**src/core/rlpc_pkg.sv**
```systemverilog
// Constants, types and register map of the reset and low-power controller
package rlpc_pkg;

  // Clock period of pclk in nanoseconds
  localparam int unsigned CLK_PERIOD_NS = 50;

  // Base system reset sequence and extra crystal start-up time
  localparam int unsigned RST_SEQ_NS = 33000;
  localparam int unsigned XTAL_EXTRA_NS = 160000;
  // Least times, rounded up to whole cycles
  localparam int unsigned RST_SEQ_CYC = (RST_SEQ_NS + CLK_PERIOD_NS - 1) / CLK_PERIOD_NS;
  localparam int unsigned XTAL_SEQ_CYC = (RST_SEQ_NS + XTAL_EXTRA_NS + CLK_PERIOD_NS - 1) / CLK_PERIOD_NS;
  localparam int unsigned CNT_W = 13;

  // APB register byte offsets
  localparam logic [7:0] ADDR_CAUSE = 8'h00;
  localparam logic [7:0] ADDR_MASK = 8'h04;
  localparam logic [7:0] ADDR_PWR = 8'h08;
  localparam logic [7:0] ADDR_DBG = 8'h0C;
  localparam logic [7:0] ADDR_PIN = 8'h10;
  localparam logic [7:0] ADDR_STATE = 8'h14;

  // Cause / interrupt status bit positions
  localparam int unsigned CAUSE_POR = 0;
  localparam int unsigned CAUSE_BROWN = 1;
  localparam int unsigned CAUSE_WDT = 2;
  localparam int unsigned CAUSE_PIN = 3;
  localparam int unsigned CAUSE_DBG = 4;
  localparam int unsigned CAUSE_SMR = 5;
  localparam int unsigned CAUSE_W = 6;

  // Pin configuration field positions
  localparam int unsigned PIN_GPIO = 0;
  localparam int unsigned PIN_DATA = 1;
  localparam int unsigned PIN_HIDRV = 2;
  localparam int unsigned PIN_SMRE_LO = 8;
  localparam int unsigned GPIO_W = 8;

  // Debugger control reset request bit
  localparam int unsigned DBG_RST = 0;

  // Reset values
  localparam logic [CAUSE_W-1:0] CAUSE_RST = 6'h00;
  localparam logic [CAUSE_W-1:0] MASK_RST = 6'h00;
  localparam logic [7:0] PWR_RST = 8'h00;
  localparam logic [15:0] PIN_RST = 16'h0000;

  // Sequencer states
  typedef enum logic [1:0] {RLPC_HOLD, RLPC_COUNT, RLPC_RUN} rlpc_state_t;

  // Shared reset pin drive bundle
  typedef struct packed {
    logic out;
    logic oe_n;
    logic pullup_en;
    logic hidrive_en;
  } rlpc_pin_t;

  // APB request bundle
  typedef struct packed {
    logic psel;
    logic penable;
    logic pwrite;
    logic [7:0] paddr;
    logic [31:0] pwdata;
  } rlpc_apb_req_t;

endpackage : rlpc_pkg

```
**src/core/rlpc_top.sv**
```systemverilog
// Reset sequencer, stop/halt control, peripheral power gating, APB registers
`timescale 1ns/1ns
module rlpc_top
  import rlpc_pkg::*;
(
  input wire logic pclk,
  input wire logic presetn,
  input wire rlpc_apb_req_t apb_req,
  output logic [31:0] prdata,
  output logic pready,
  output logic pslverr,
  input wire logic por_ok,
  input wire logic supply_dropout_detect,
  input wire logic watchdog_timeout,
  input wire logic watchdog_reset_option,
  input wire logic xtal_option,
  input wire logic stop_mode,
  input wire logic halt_req,
  input wire logic irq_pending,
  input wire logic [GPIO_W-1:0] gpio_in,
  input wire logic shared_reset_port_pin_in,
  output rlpc_pin_t shared_reset_port_pin,
  output logic sys_reset_n,
  output logic cpu_halted,
  output logic stop_recovery,
  output logic [7:0] periph_clk_en,
  output logic irq
);

  // Address match helper, used by write decode and the unmapped-address check
  function automatic logic hit(input logic [7:0] a, input logic [7:0] off);
    hit = (a == off);
  endfunction : hit

  // Known register offset check
  function automatic logic mapped(input logic [7:0] a);
    mapped = hit(a, ADDR_CAUSE) | hit(a, ADDR_MASK) | hit(a, ADDR_PWR)
           | hit(a, ADDR_DBG) | hit(a, ADDR_PIN) | hit(a, ADDR_STATE);
  endfunction : mapped

  // Analog and pin inputs, three-stage synchronisers
  logic [2:0] por_sync_r;
  logic [2:0] bo_sync_r;
  logic [2:0] pin_sync_r;
  logic por_ok_r;        // Filtered supply-good level
  logic bo_r;            // Filtered brown-out level
  logic pin_lvl_r;       // Filtered shared pin level
  logic pin_armed_r; // Pin seen high since run began; arms the pin reset
  logic [GPIO_W-1:0] gpio_lvl_r;   // Filtered GPIO levels
  logic [GPIO_W-1:0] gpio_prev_r;  // Levels one cycle earlier

  // Control state
  rlpc_state_t state_r;
  rlpc_state_t state_nxt;
  logic [CNT_W-1:0] cnt_r;         // Reset sequence counter
  logic por_pend_r;                // Supply loss seen, flag at sequence end
  logic [CAUSE_W-1:0] cause_r;     // Sticky causes, write one to clear
  logic [CAUSE_W-1:0] mask_r;      // Interrupt enables
  logic [7:0] pwr_r;               // Peripheral disable bits
  logic [15:0] pin_cfg_r;          // Shared pin mode and recovery enables
  logic dbg_rst_r;                 // Debugger reset request, self-clearing

  // Bus strobes
  logic wr_en;
  assign wr_en = apb_req.psel & apb_req.penable & apb_req.pwrite;

  // Event terms
  logic supply_low;
  logic pin_reset_mode;
  logic pin_assert;
  logic wdt_rst_evt;
  logic smr_evt;
  logic [CAUSE_W-1:0] cause_set;
  logic [GPIO_W-1:0] smr_en;
  logic seq_len_done;
  logic [CNT_W-1:0] seq_len;

  // Below threshold or dropping out, both hold reset
  assign supply_low = ~por_ok_r | bo_r;
  // Pin stays a reset pin until software selects GPIO
  assign pin_reset_mode = ~pin_cfg_r[PIN_GPIO];
  // Low pin counts only once seen high in run; the synchroniser lags our own release
  assign pin_assert = pin_reset_mode & ~pin_lvl_r & pin_armed_r & (state_r == RLPC_RUN);
  // Watchdog reset outside stop mode only; in stop it recovers instead
  assign wdt_rst_evt = watchdog_timeout & watchdog_reset_option & ~stop_mode;
  // Recovery enables for GPIO inputs; the shared pin is never one of them
  assign smr_en = pin_cfg_r[PIN_SMRE_LO +: GPIO_W];
  assign smr_evt = stop_mode & (state_r == RLPC_RUN)
                 & (watchdog_timeout | (|((gpio_lvl_r ^ gpio_prev_r) & smr_en)));
  // Crystal enabled means a longer sequence
  assign seq_len = xtal_option ? CNT_W'(XTAL_SEQ_CYC - 1) : CNT_W'(RST_SEQ_CYC - 1);
  assign seq_len_done = (cnt_r >= seq_len);

  // Cause bits raised this cycle
  always_comb
  begin
    cause_set = '0;
    cause_set[CAUSE_BROWN] = bo_r & (state_r == RLPC_RUN);
    cause_set[CAUSE_WDT] = wdt_rst_evt;
    cause_set[CAUSE_PIN] = pin_assert;
    cause_set[CAUSE_DBG] = dbg_rst_r;
    cause_set[CAUSE_SMR] = smr_evt;
    cause_set[CAUSE_POR] = por_pend_r & (state_r == RLPC_COUNT) & seq_len_done;
  end

  // Supply detector synchronisers; second and third stage must agree
  always_ff @(posedge pclk or negedge presetn)
  begin
    if (!presetn)
    begin
      por_sync_r <= 3'h0;
      bo_sync_r <= 3'h0;
      por_ok_r <= 1'b0;
      bo_r <= 1'b0;
    end
    else
    begin
      por_sync_r <= {por_sync_r[1:0], por_ok};
      bo_sync_r <= {bo_sync_r[1:0], supply_dropout_detect};
      if (por_sync_r[1] == por_sync_r[2])  // Only agreed levels pass; one-cycle glitches drop
        por_ok_r <= por_sync_r[2];
      if (bo_sync_r[1] == bo_sync_r[2])
        bo_r <= bo_sync_r[2];
    end
  end

  // Shared pin input synchroniser; released pin reads high by pull-up
  always_ff @(posedge pclk or negedge presetn)
  begin
    if (!presetn)
    begin
      pin_sync_r <= 3'h7;
      pin_lvl_r <= 1'b1;
      pin_armed_r <= 1'b0;
    end
    else
    begin
      pin_sync_r <= {pin_sync_r[1:0], shared_reset_port_pin_in};
      if (pin_sync_r[1] == pin_sync_r[2])
        pin_lvl_r <= pin_sync_r[2];
      pin_armed_r <= (state_r == RLPC_RUN) & (pin_armed_r | pin_lvl_r);
    end
  end

  // GPIO synchronisers, one per bit
  genvar gi;
  generate
    for (gi = 0; gi < GPIO_W; gi++)
    begin : g_gpio_sync
      logic [2:0] s_r;
      always_ff @(posedge pclk or negedge presetn)
      begin
        if (!presetn)
        begin
          s_r <= 3'h0;
          gpio_lvl_r[gi] <= 1'b0;
          gpio_prev_r[gi] <= 1'b0;
        end
        else
        begin
          s_r <= {s_r[1:0], gpio_in[gi]};
          if (s_r[1] == s_r[2])
            gpio_lvl_r[gi] <= s_r[2];
          gpio_prev_r[gi] <= gpio_lvl_r[gi];  // Previous level for transition detect
        end
      end
    end
  endgenerate

  // Sequencer next state
  always_comb
  begin
    state_nxt = state_r;
    case (state_r)
      // Held while supply is low
      RLPC_HOLD:
        if (!supply_low)
          state_nxt = RLPC_COUNT;
      // Timed reset sequence
      RLPC_COUNT:
        if (supply_low)
          state_nxt = RLPC_HOLD;
        else if (seq_len_done)
          state_nxt = RLPC_RUN;
      // Running; any source restarts the sequence
      RLPC_RUN:
        if (supply_low)
          state_nxt = RLPC_HOLD;
        else if (wdt_rst_evt | pin_assert | dbg_rst_r)
          state_nxt = RLPC_COUNT;
      default:
        state_nxt = RLPC_HOLD;
    endcase
  end

  // Sequencer state and counter
  always_ff @(posedge pclk or negedge presetn)
  begin
    if (!presetn)
    begin
      state_r <= RLPC_HOLD;
      cnt_r <= '0;
    end
    else
    begin
      state_r <= state_nxt;
      if (state_nxt != RLPC_COUNT || state_r != RLPC_COUNT)  // Restart on every entry into the timed phase
        cnt_r <= '0;
      else
        cnt_r <= cnt_r + CNT_W'(1);
    end
  end

  // Power-on pending: any hold phase ends in a power-on flag
  always_ff @(posedge pclk or negedge presetn)
  begin
    if (!presetn)
      por_pend_r <= 1'b1;
    else if (state_r == RLPC_HOLD)
      por_pend_r <= 1'b1;
    else if (cause_set[CAUSE_POR])
      por_pend_r <= 1'b0;
  end

  // Plain registered outputs: system reset, recovery pulse, clock enables, interrupt
  always_ff @(posedge pclk or negedge presetn)
  begin
    if (!presetn)
    begin
      sys_reset_n <= 1'b0;
      stop_recovery <= 1'b0;
      periph_clk_en <= ~PWR_RST;
      irq <= 1'b0;
    end
    else
    begin
      sys_reset_n <= (state_nxt == RLPC_RUN);
      stop_recovery <= smr_evt;
      periph_clk_en <= ~pwr_r;
      irq <= |(cause_r & mask_r);
    end
  end

  // Halt state; clocks and peripherals are untouched by it
  always_ff @(posedge pclk or negedge presetn)
  begin
    if (!presetn)
      cpu_halted <= 1'b0;
    else if (state_nxt != RLPC_RUN)
      cpu_halted <= 1'b0;
    else if (irq_pending | watchdog_timeout)
      cpu_halted <= 1'b0;
    else if (halt_req)
      cpu_halted <= 1'b1;
  end

  // Shared pin drive; oe_n low means driving, reset drives low with pull-up
  always_ff @(posedge pclk or negedge presetn)
  begin
    if (!presetn)
      shared_reset_port_pin <= '{out: 1'b0, oe_n: 1'b0, pullup_en: 1'b1, hidrive_en: 1'b0};
    else if (pin_reset_mode)
    begin
      // Open drain: pull low during reset, otherwise release
      shared_reset_port_pin.out <= 1'b0;
      shared_reset_port_pin.oe_n <= (state_nxt == RLPC_RUN);
      shared_reset_port_pin.pullup_en <= 1'b1;
      shared_reset_port_pin.hidrive_en <= 1'b0;
    end
    else
    begin
      // GPIO mode drives both levels, never an input
      shared_reset_port_pin.out <= pin_cfg_r[PIN_DATA];
      shared_reset_port_pin.oe_n <= 1'b0;
      shared_reset_port_pin.pullup_en <= 1'b0;
      shared_reset_port_pin.hidrive_en <= pin_cfg_r[PIN_HIDRV];
    end
  end

  // Sticky causes; a new event wins over a clear in the same cycle
  always_ff @(posedge pclk or negedge presetn)
  begin
    if (!presetn)
      cause_r <= CAUSE_RST;
    else if (wr_en && hit(apb_req.paddr, ADDR_CAUSE))
      cause_r <= (cause_r & ~apb_req.pwdata[CAUSE_W-1:0]) | cause_set;
    else
      cause_r <= cause_r | cause_set;
  end

  // Software control registers
  always_ff @(posedge pclk or negedge presetn)
  begin
    if (!presetn)
    begin
      mask_r <= MASK_RST;
      pwr_r <= PWR_RST;
      pin_cfg_r <= PIN_RST;
    end
    else if (state_r == RLPC_HOLD)
    begin
      // Power loss returns the pin to its reset function
      pin_cfg_r <= PIN_RST;
    end
    else if (wr_en)
    begin
      if (hit(apb_req.paddr, ADDR_MASK))
        mask_r <= apb_req.pwdata[CAUSE_W-1:0];
      if (hit(apb_req.paddr, ADDR_PWR))
        pwr_r <= apb_req.pwdata[7:0];
      if (hit(apb_req.paddr, ADDR_PIN))
        pin_cfg_r <= apb_req.pwdata[15:0];
    end
  end

  // Debugger reset bit, high one cycle after each write access that sets it, then clears itself
  always_ff @(posedge pclk or negedge presetn)
  begin
    if (!presetn)
      dbg_rst_r <= 1'b0;
    else
      dbg_rst_r <= wr_en & hit(apb_req.paddr, ADDR_DBG) & apb_req.pwdata[DBG_RST];
  end

  // Zero-wait APB answer; unmapped addresses error and read zero
  always_ff @(posedge pclk or negedge presetn)
  begin
    if (!presetn)
    begin
      pready <= 1'b0;
      pslverr <= 1'b0;
      prdata <= 32'h00000000;
    end
    else
    begin
      // Ready in the access cycle after setup, one cycle only
      pready <= apb_req.psel & ~apb_req.penable;
      pslverr <= apb_req.psel & ~apb_req.penable & ~mapped(apb_req.paddr);
      prdata <= 32'h00000000;
      if (apb_req.psel && !apb_req.penable && !apb_req.pwrite)
      begin
        case (apb_req.paddr)
          ADDR_CAUSE: prdata <= {26'h0000000, cause_r};
          ADDR_MASK: prdata <= {26'h0000000, mask_r};
          ADDR_PWR: prdata <= {24'h000000, pwr_r};
          ADDR_PIN: prdata <= {16'h0000, pin_cfg_r};
          ADDR_STATE: prdata <= {24'h000000, bo_r, ~por_ok_r, stop_mode, cpu_halted, 2'(state_r), sys_reset_n,
                                 pin_lvl_r};
          default: prdata <= 32'h00000000;
        endcase
      end
    end
  end

endmodule : rlpc_top

```
**config.mk**
```make
export PLATFORM = sky130hd
export DESIGN_NAME = rlpc_top
export DESIGN_NICKNAME = d
export VERILOG_FILES = /design/src/core/rlpc_pkg.sv /design/src/core/rlpc_top.sv
export SDC_FILE = /design/constraint.sdc
export NUM_CORES = 1
export LEC_CHECK = 0
export BUFFER_PORTS_ARGS = -buffer_cell sky130_fd_sc_hd__buf_4
export CORE_ASPECT_RATIO = 2
export CORE_MARGIN = 2
export CORE_UTILIZATION = 54
export CTS_CLUSTER_DIAMETER = 100
export DETAILED_ROUTE_END_ITERATION = 8
export PLACE_DENSITY = 0.87
export SETUP_SLACK_MARGIN = 0.02
export SLEW_MARGIN = 20
export SYNTH_ARGS = -nofsm -noshare
export SYNTH_HDL_FRONTEND = slang
export SYNTH_SLANG_ARGS = --single-unit
```
**constraint.sdc**
```tcl
create_clock -name pclk -period 2.4 [get_ports pclk]
set_input_delay 0.24 -clock pclk [delete_from_list [all_inputs] [get_ports pclk]]
set_output_delay 0.24 -clock pclk [all_outputs]
set_load 0.02 [all_outputs]
```
==> metrics.yaml <==
cts_resized: 0
max_freq_mhz: 445.6
area_growth_syn_to_layout_pct: 25.98
cts_buffers: 17
post-cts-setup-buffers: 0
worst_skew_pair.late_latency_ns: 0.42
clock_skew_ns: 0.006799
drt_iter0_drc: 234
hold_viol_final: 0
ys_warn_count: 0
post-place-ws_ns: 0.3004
multi_input_area_mm2: 0.001782
status: "complete, no violations"
fin_nets: 592
setup_viol: 0
ant_nets: 0
drive_above_1_share: 0.2900
worstSetupPathType: "flip-flop to flip-flop"
netlist_area_mm2: 0.005499
n_fill_cell: 708
io_buffers: 79
rows: 52
vias_per_cell: 5.565
io_pins: 112
worstPathRequired_ns: 2.75
crit_path_cell_trace: "ha_1 -> nand4b_1 -> nor4b_1 -> or3_1 -> a32o_1"
yosysSeqAreaShare: 0.6403
clk_pin_slew_worst_paths_ns: 0.06
syn-instance-count: 420
diodes: 0
min_period_ns: 2.244
crit_family: "simple AND/OR/NAND/NOR gates"
numClockSinks: 140
fin_ws_ns: 0.1556
grt_start_max_net_pins: 55
end_kind: "flip-flop"
critPathMaxFanout: 16
route.detailed.drc: 0
final_cell_mix: "126 x dfrtp_1, 85 x buf_4, 27 x nor3_1"
rsz0062_at_grt: "false"
arrival_ns: 2.59
die-area_mm2: 0.01106
dr.pass1.iters: 4
grt_pass1_wl_um: 19080
relSlewSlack: 0.5384
utilization: 0.6914
regArea_mm2: 0.003521
crit_path_start_kind: "flip-flop"
vias: 3745
post-route-period-util: 0.9352
first_global_vias: 4010
cts_tree: "yes"
start_util: 0.5488
synthArstFlopShare: 1.000
die_w_um: 75.36
tns_ns: 0
vdd_drop_max_mv: 0.7719
grt_usage: 0.2328
core_mm2: 0.01002
htreeDepth: 4
synth_cell_types: 58
slowest_delay_ns: 0.54
dp_hpwl_um: 7987
crit_buf_inv: 0
gp_congestion: 0.9294
synth_edf_count: 0
worst_slew_pin_slew_ns: 0.6894
cts.path.max_buffers: 2
hold_path.class: "input port to flip-flop"
drv_cap: 0
antenna_found_initial: 0
cts-root-buf: "clkbuf_16"
avgSynthCellArea_um2: 13.09
dieHeight_um: 146.7
p_leak_nw: 3.191
slew_violations: 0
gr-total-overflow: 0
ys.flop_type: "dfrtp_1"
slowest_stage: "or3_1"
wl_per_cell_um: 17.53
synth-seq-cells: 140
power_density_mw_per_mm2: 772.0
layout.cells.most_common: "dfrtp_1"
wirelength_um: 11800
## area by class of cell
type                       instances  share of cell area
inverter                          17            0.009211
multi-input combinational        249              0.2572
sequential                       140              0.5082
clock inverter                    12             0.01824
clock buffer                      20             0.06737
timing repair buffer             100              0.1154
tap                              135             0.02438
## flip-flops by register name, indices dropped and copies added, names as in the netlist, 2 cells and up
register               count
bo_sync_r                  3
cause_r                    6
cnt_r                     13
g_gpio_sync.s_r           24
gpio_lvl_r                 8
gpio_prev_r                8
mask_r                     6
periph_clk_en              8
pin_cfg_r                 16
pin_sync_r                 3
por_sync_r                 3
prdata                    16
pwr_r                      8
shared_reset_port_pin      4
state_r                    2
## worst paths after layout
path / slack [ns] / start / endpoint / cells past startpoint
min in group asynchronous: 0.34 / presetn / pwr_r[1] / 2
min: 0.04 / apb_req[14] / pin_cfg_r[14] / 2
min reg2reg: 0.35 / g_gpio_sync[0].s_r[0] / g_gpio_sync[0].s_r[1] / 0
max: 0.16 / cnt_r[11] / cause_r[0] / 5
max reg2reg: 0.16 / cnt_r[11] / cause_r[0] / 5
max in group asynchronous: 1.38 / presetn / pin_sync_r[0] / 3
## power by group
part	internal, mW	total (mW)	switching [mW]
Sequential	2.43	2.48	0.0469
Combinational	0.125	0.308	0.183
Clock	1.54	2.56	1.02
Total	4.10	5.35	1.25
## through the flow
| stage | cells | area (um2) | hold WS (ns) | power (mW) |
|---|---|---|---|---|
| floorplan | 435 | 5555 | -0.05559 | 2.661 |
| global placement | 628 | 6205 | 0.1848 | 2.791 |
| detailed placement | 628 | 6205 | 0.1910 | 2.810 |
| CTS | 673 | 6928 | 0.03332 | 5.378 |
| global route | 673 | 6928 | 0.03229 | 5.522 |
| finish | 673 | 6928 | 0.03762 | 5.348 |
## cell usage after synthesis, drive strengths merged (2+ instances only)
cell type / count / area share
nor4: 6 / 0.015
maj3: 11 / 0.020
a32o: 2 / 0.0036
a22oi: 6 / 0.0082
mux2i: 10 / 0.018
nand3: 11 / 0.010
a32oi: 2 / 0.0032
a221oi: 2 / 0.0032
xnor2: 6 / 0.0096
a211oi: 3 / 0.0041
dfrtp: 126 / 0.57
clkbuf: 6 / 0.0041
a21oi: 7 / 0.0064
nand4: 5 / 0.0057
nand2b: 2 / 0.0023
and3: 3 / 0.0039
buf: 23 / 0.030
mux2: 17 / 0.035
a22o: 17 / 0.027
a21o: 2 / 0.0027
and2: 10 / 0.011
nand2: 19 / 0.013
o21a: 2 / 0.0027
inv: 17 / 0.012
ha: 5 / 0.011
o21ai: 7 / 0.0064
or3: 4 / 0.0045
xor2: 12 / 0.019
nor2: 16 / 0.012
nor3: 27 / 0.025
dfstp: 14 / 0.067
## kinds of logic after synthesis
kind of cell,count (synthesis),synth area share
buf+inv,46,0.04596
xor+xnor,18,0.02867
flops,140,0.6403
mux,27,0.05301
compound gates,60,0.08305
simple gates,112,0.1170
fa+ha+maj,16,0.03140
other cells,1,0.0006819
## layer usage
layer / up-vias / wire length [um] / GRT usage
met5: - / 0 / 0
met4: 0 / 740 / 0.1474
met3: 62 / 656 / 0.06036
met2: 183 / 6537 / 0.3970
met1: 1826 / 3866 / 0.2409
li1: 1674 / - / -
## repair_timing
action                                  in CTS  in global routing
endpoints found under the hold margin       49                  0
hold buffers                                13                  0
endpoints found under the setup margin       0                  0
(Power assumes the default switching activity.)
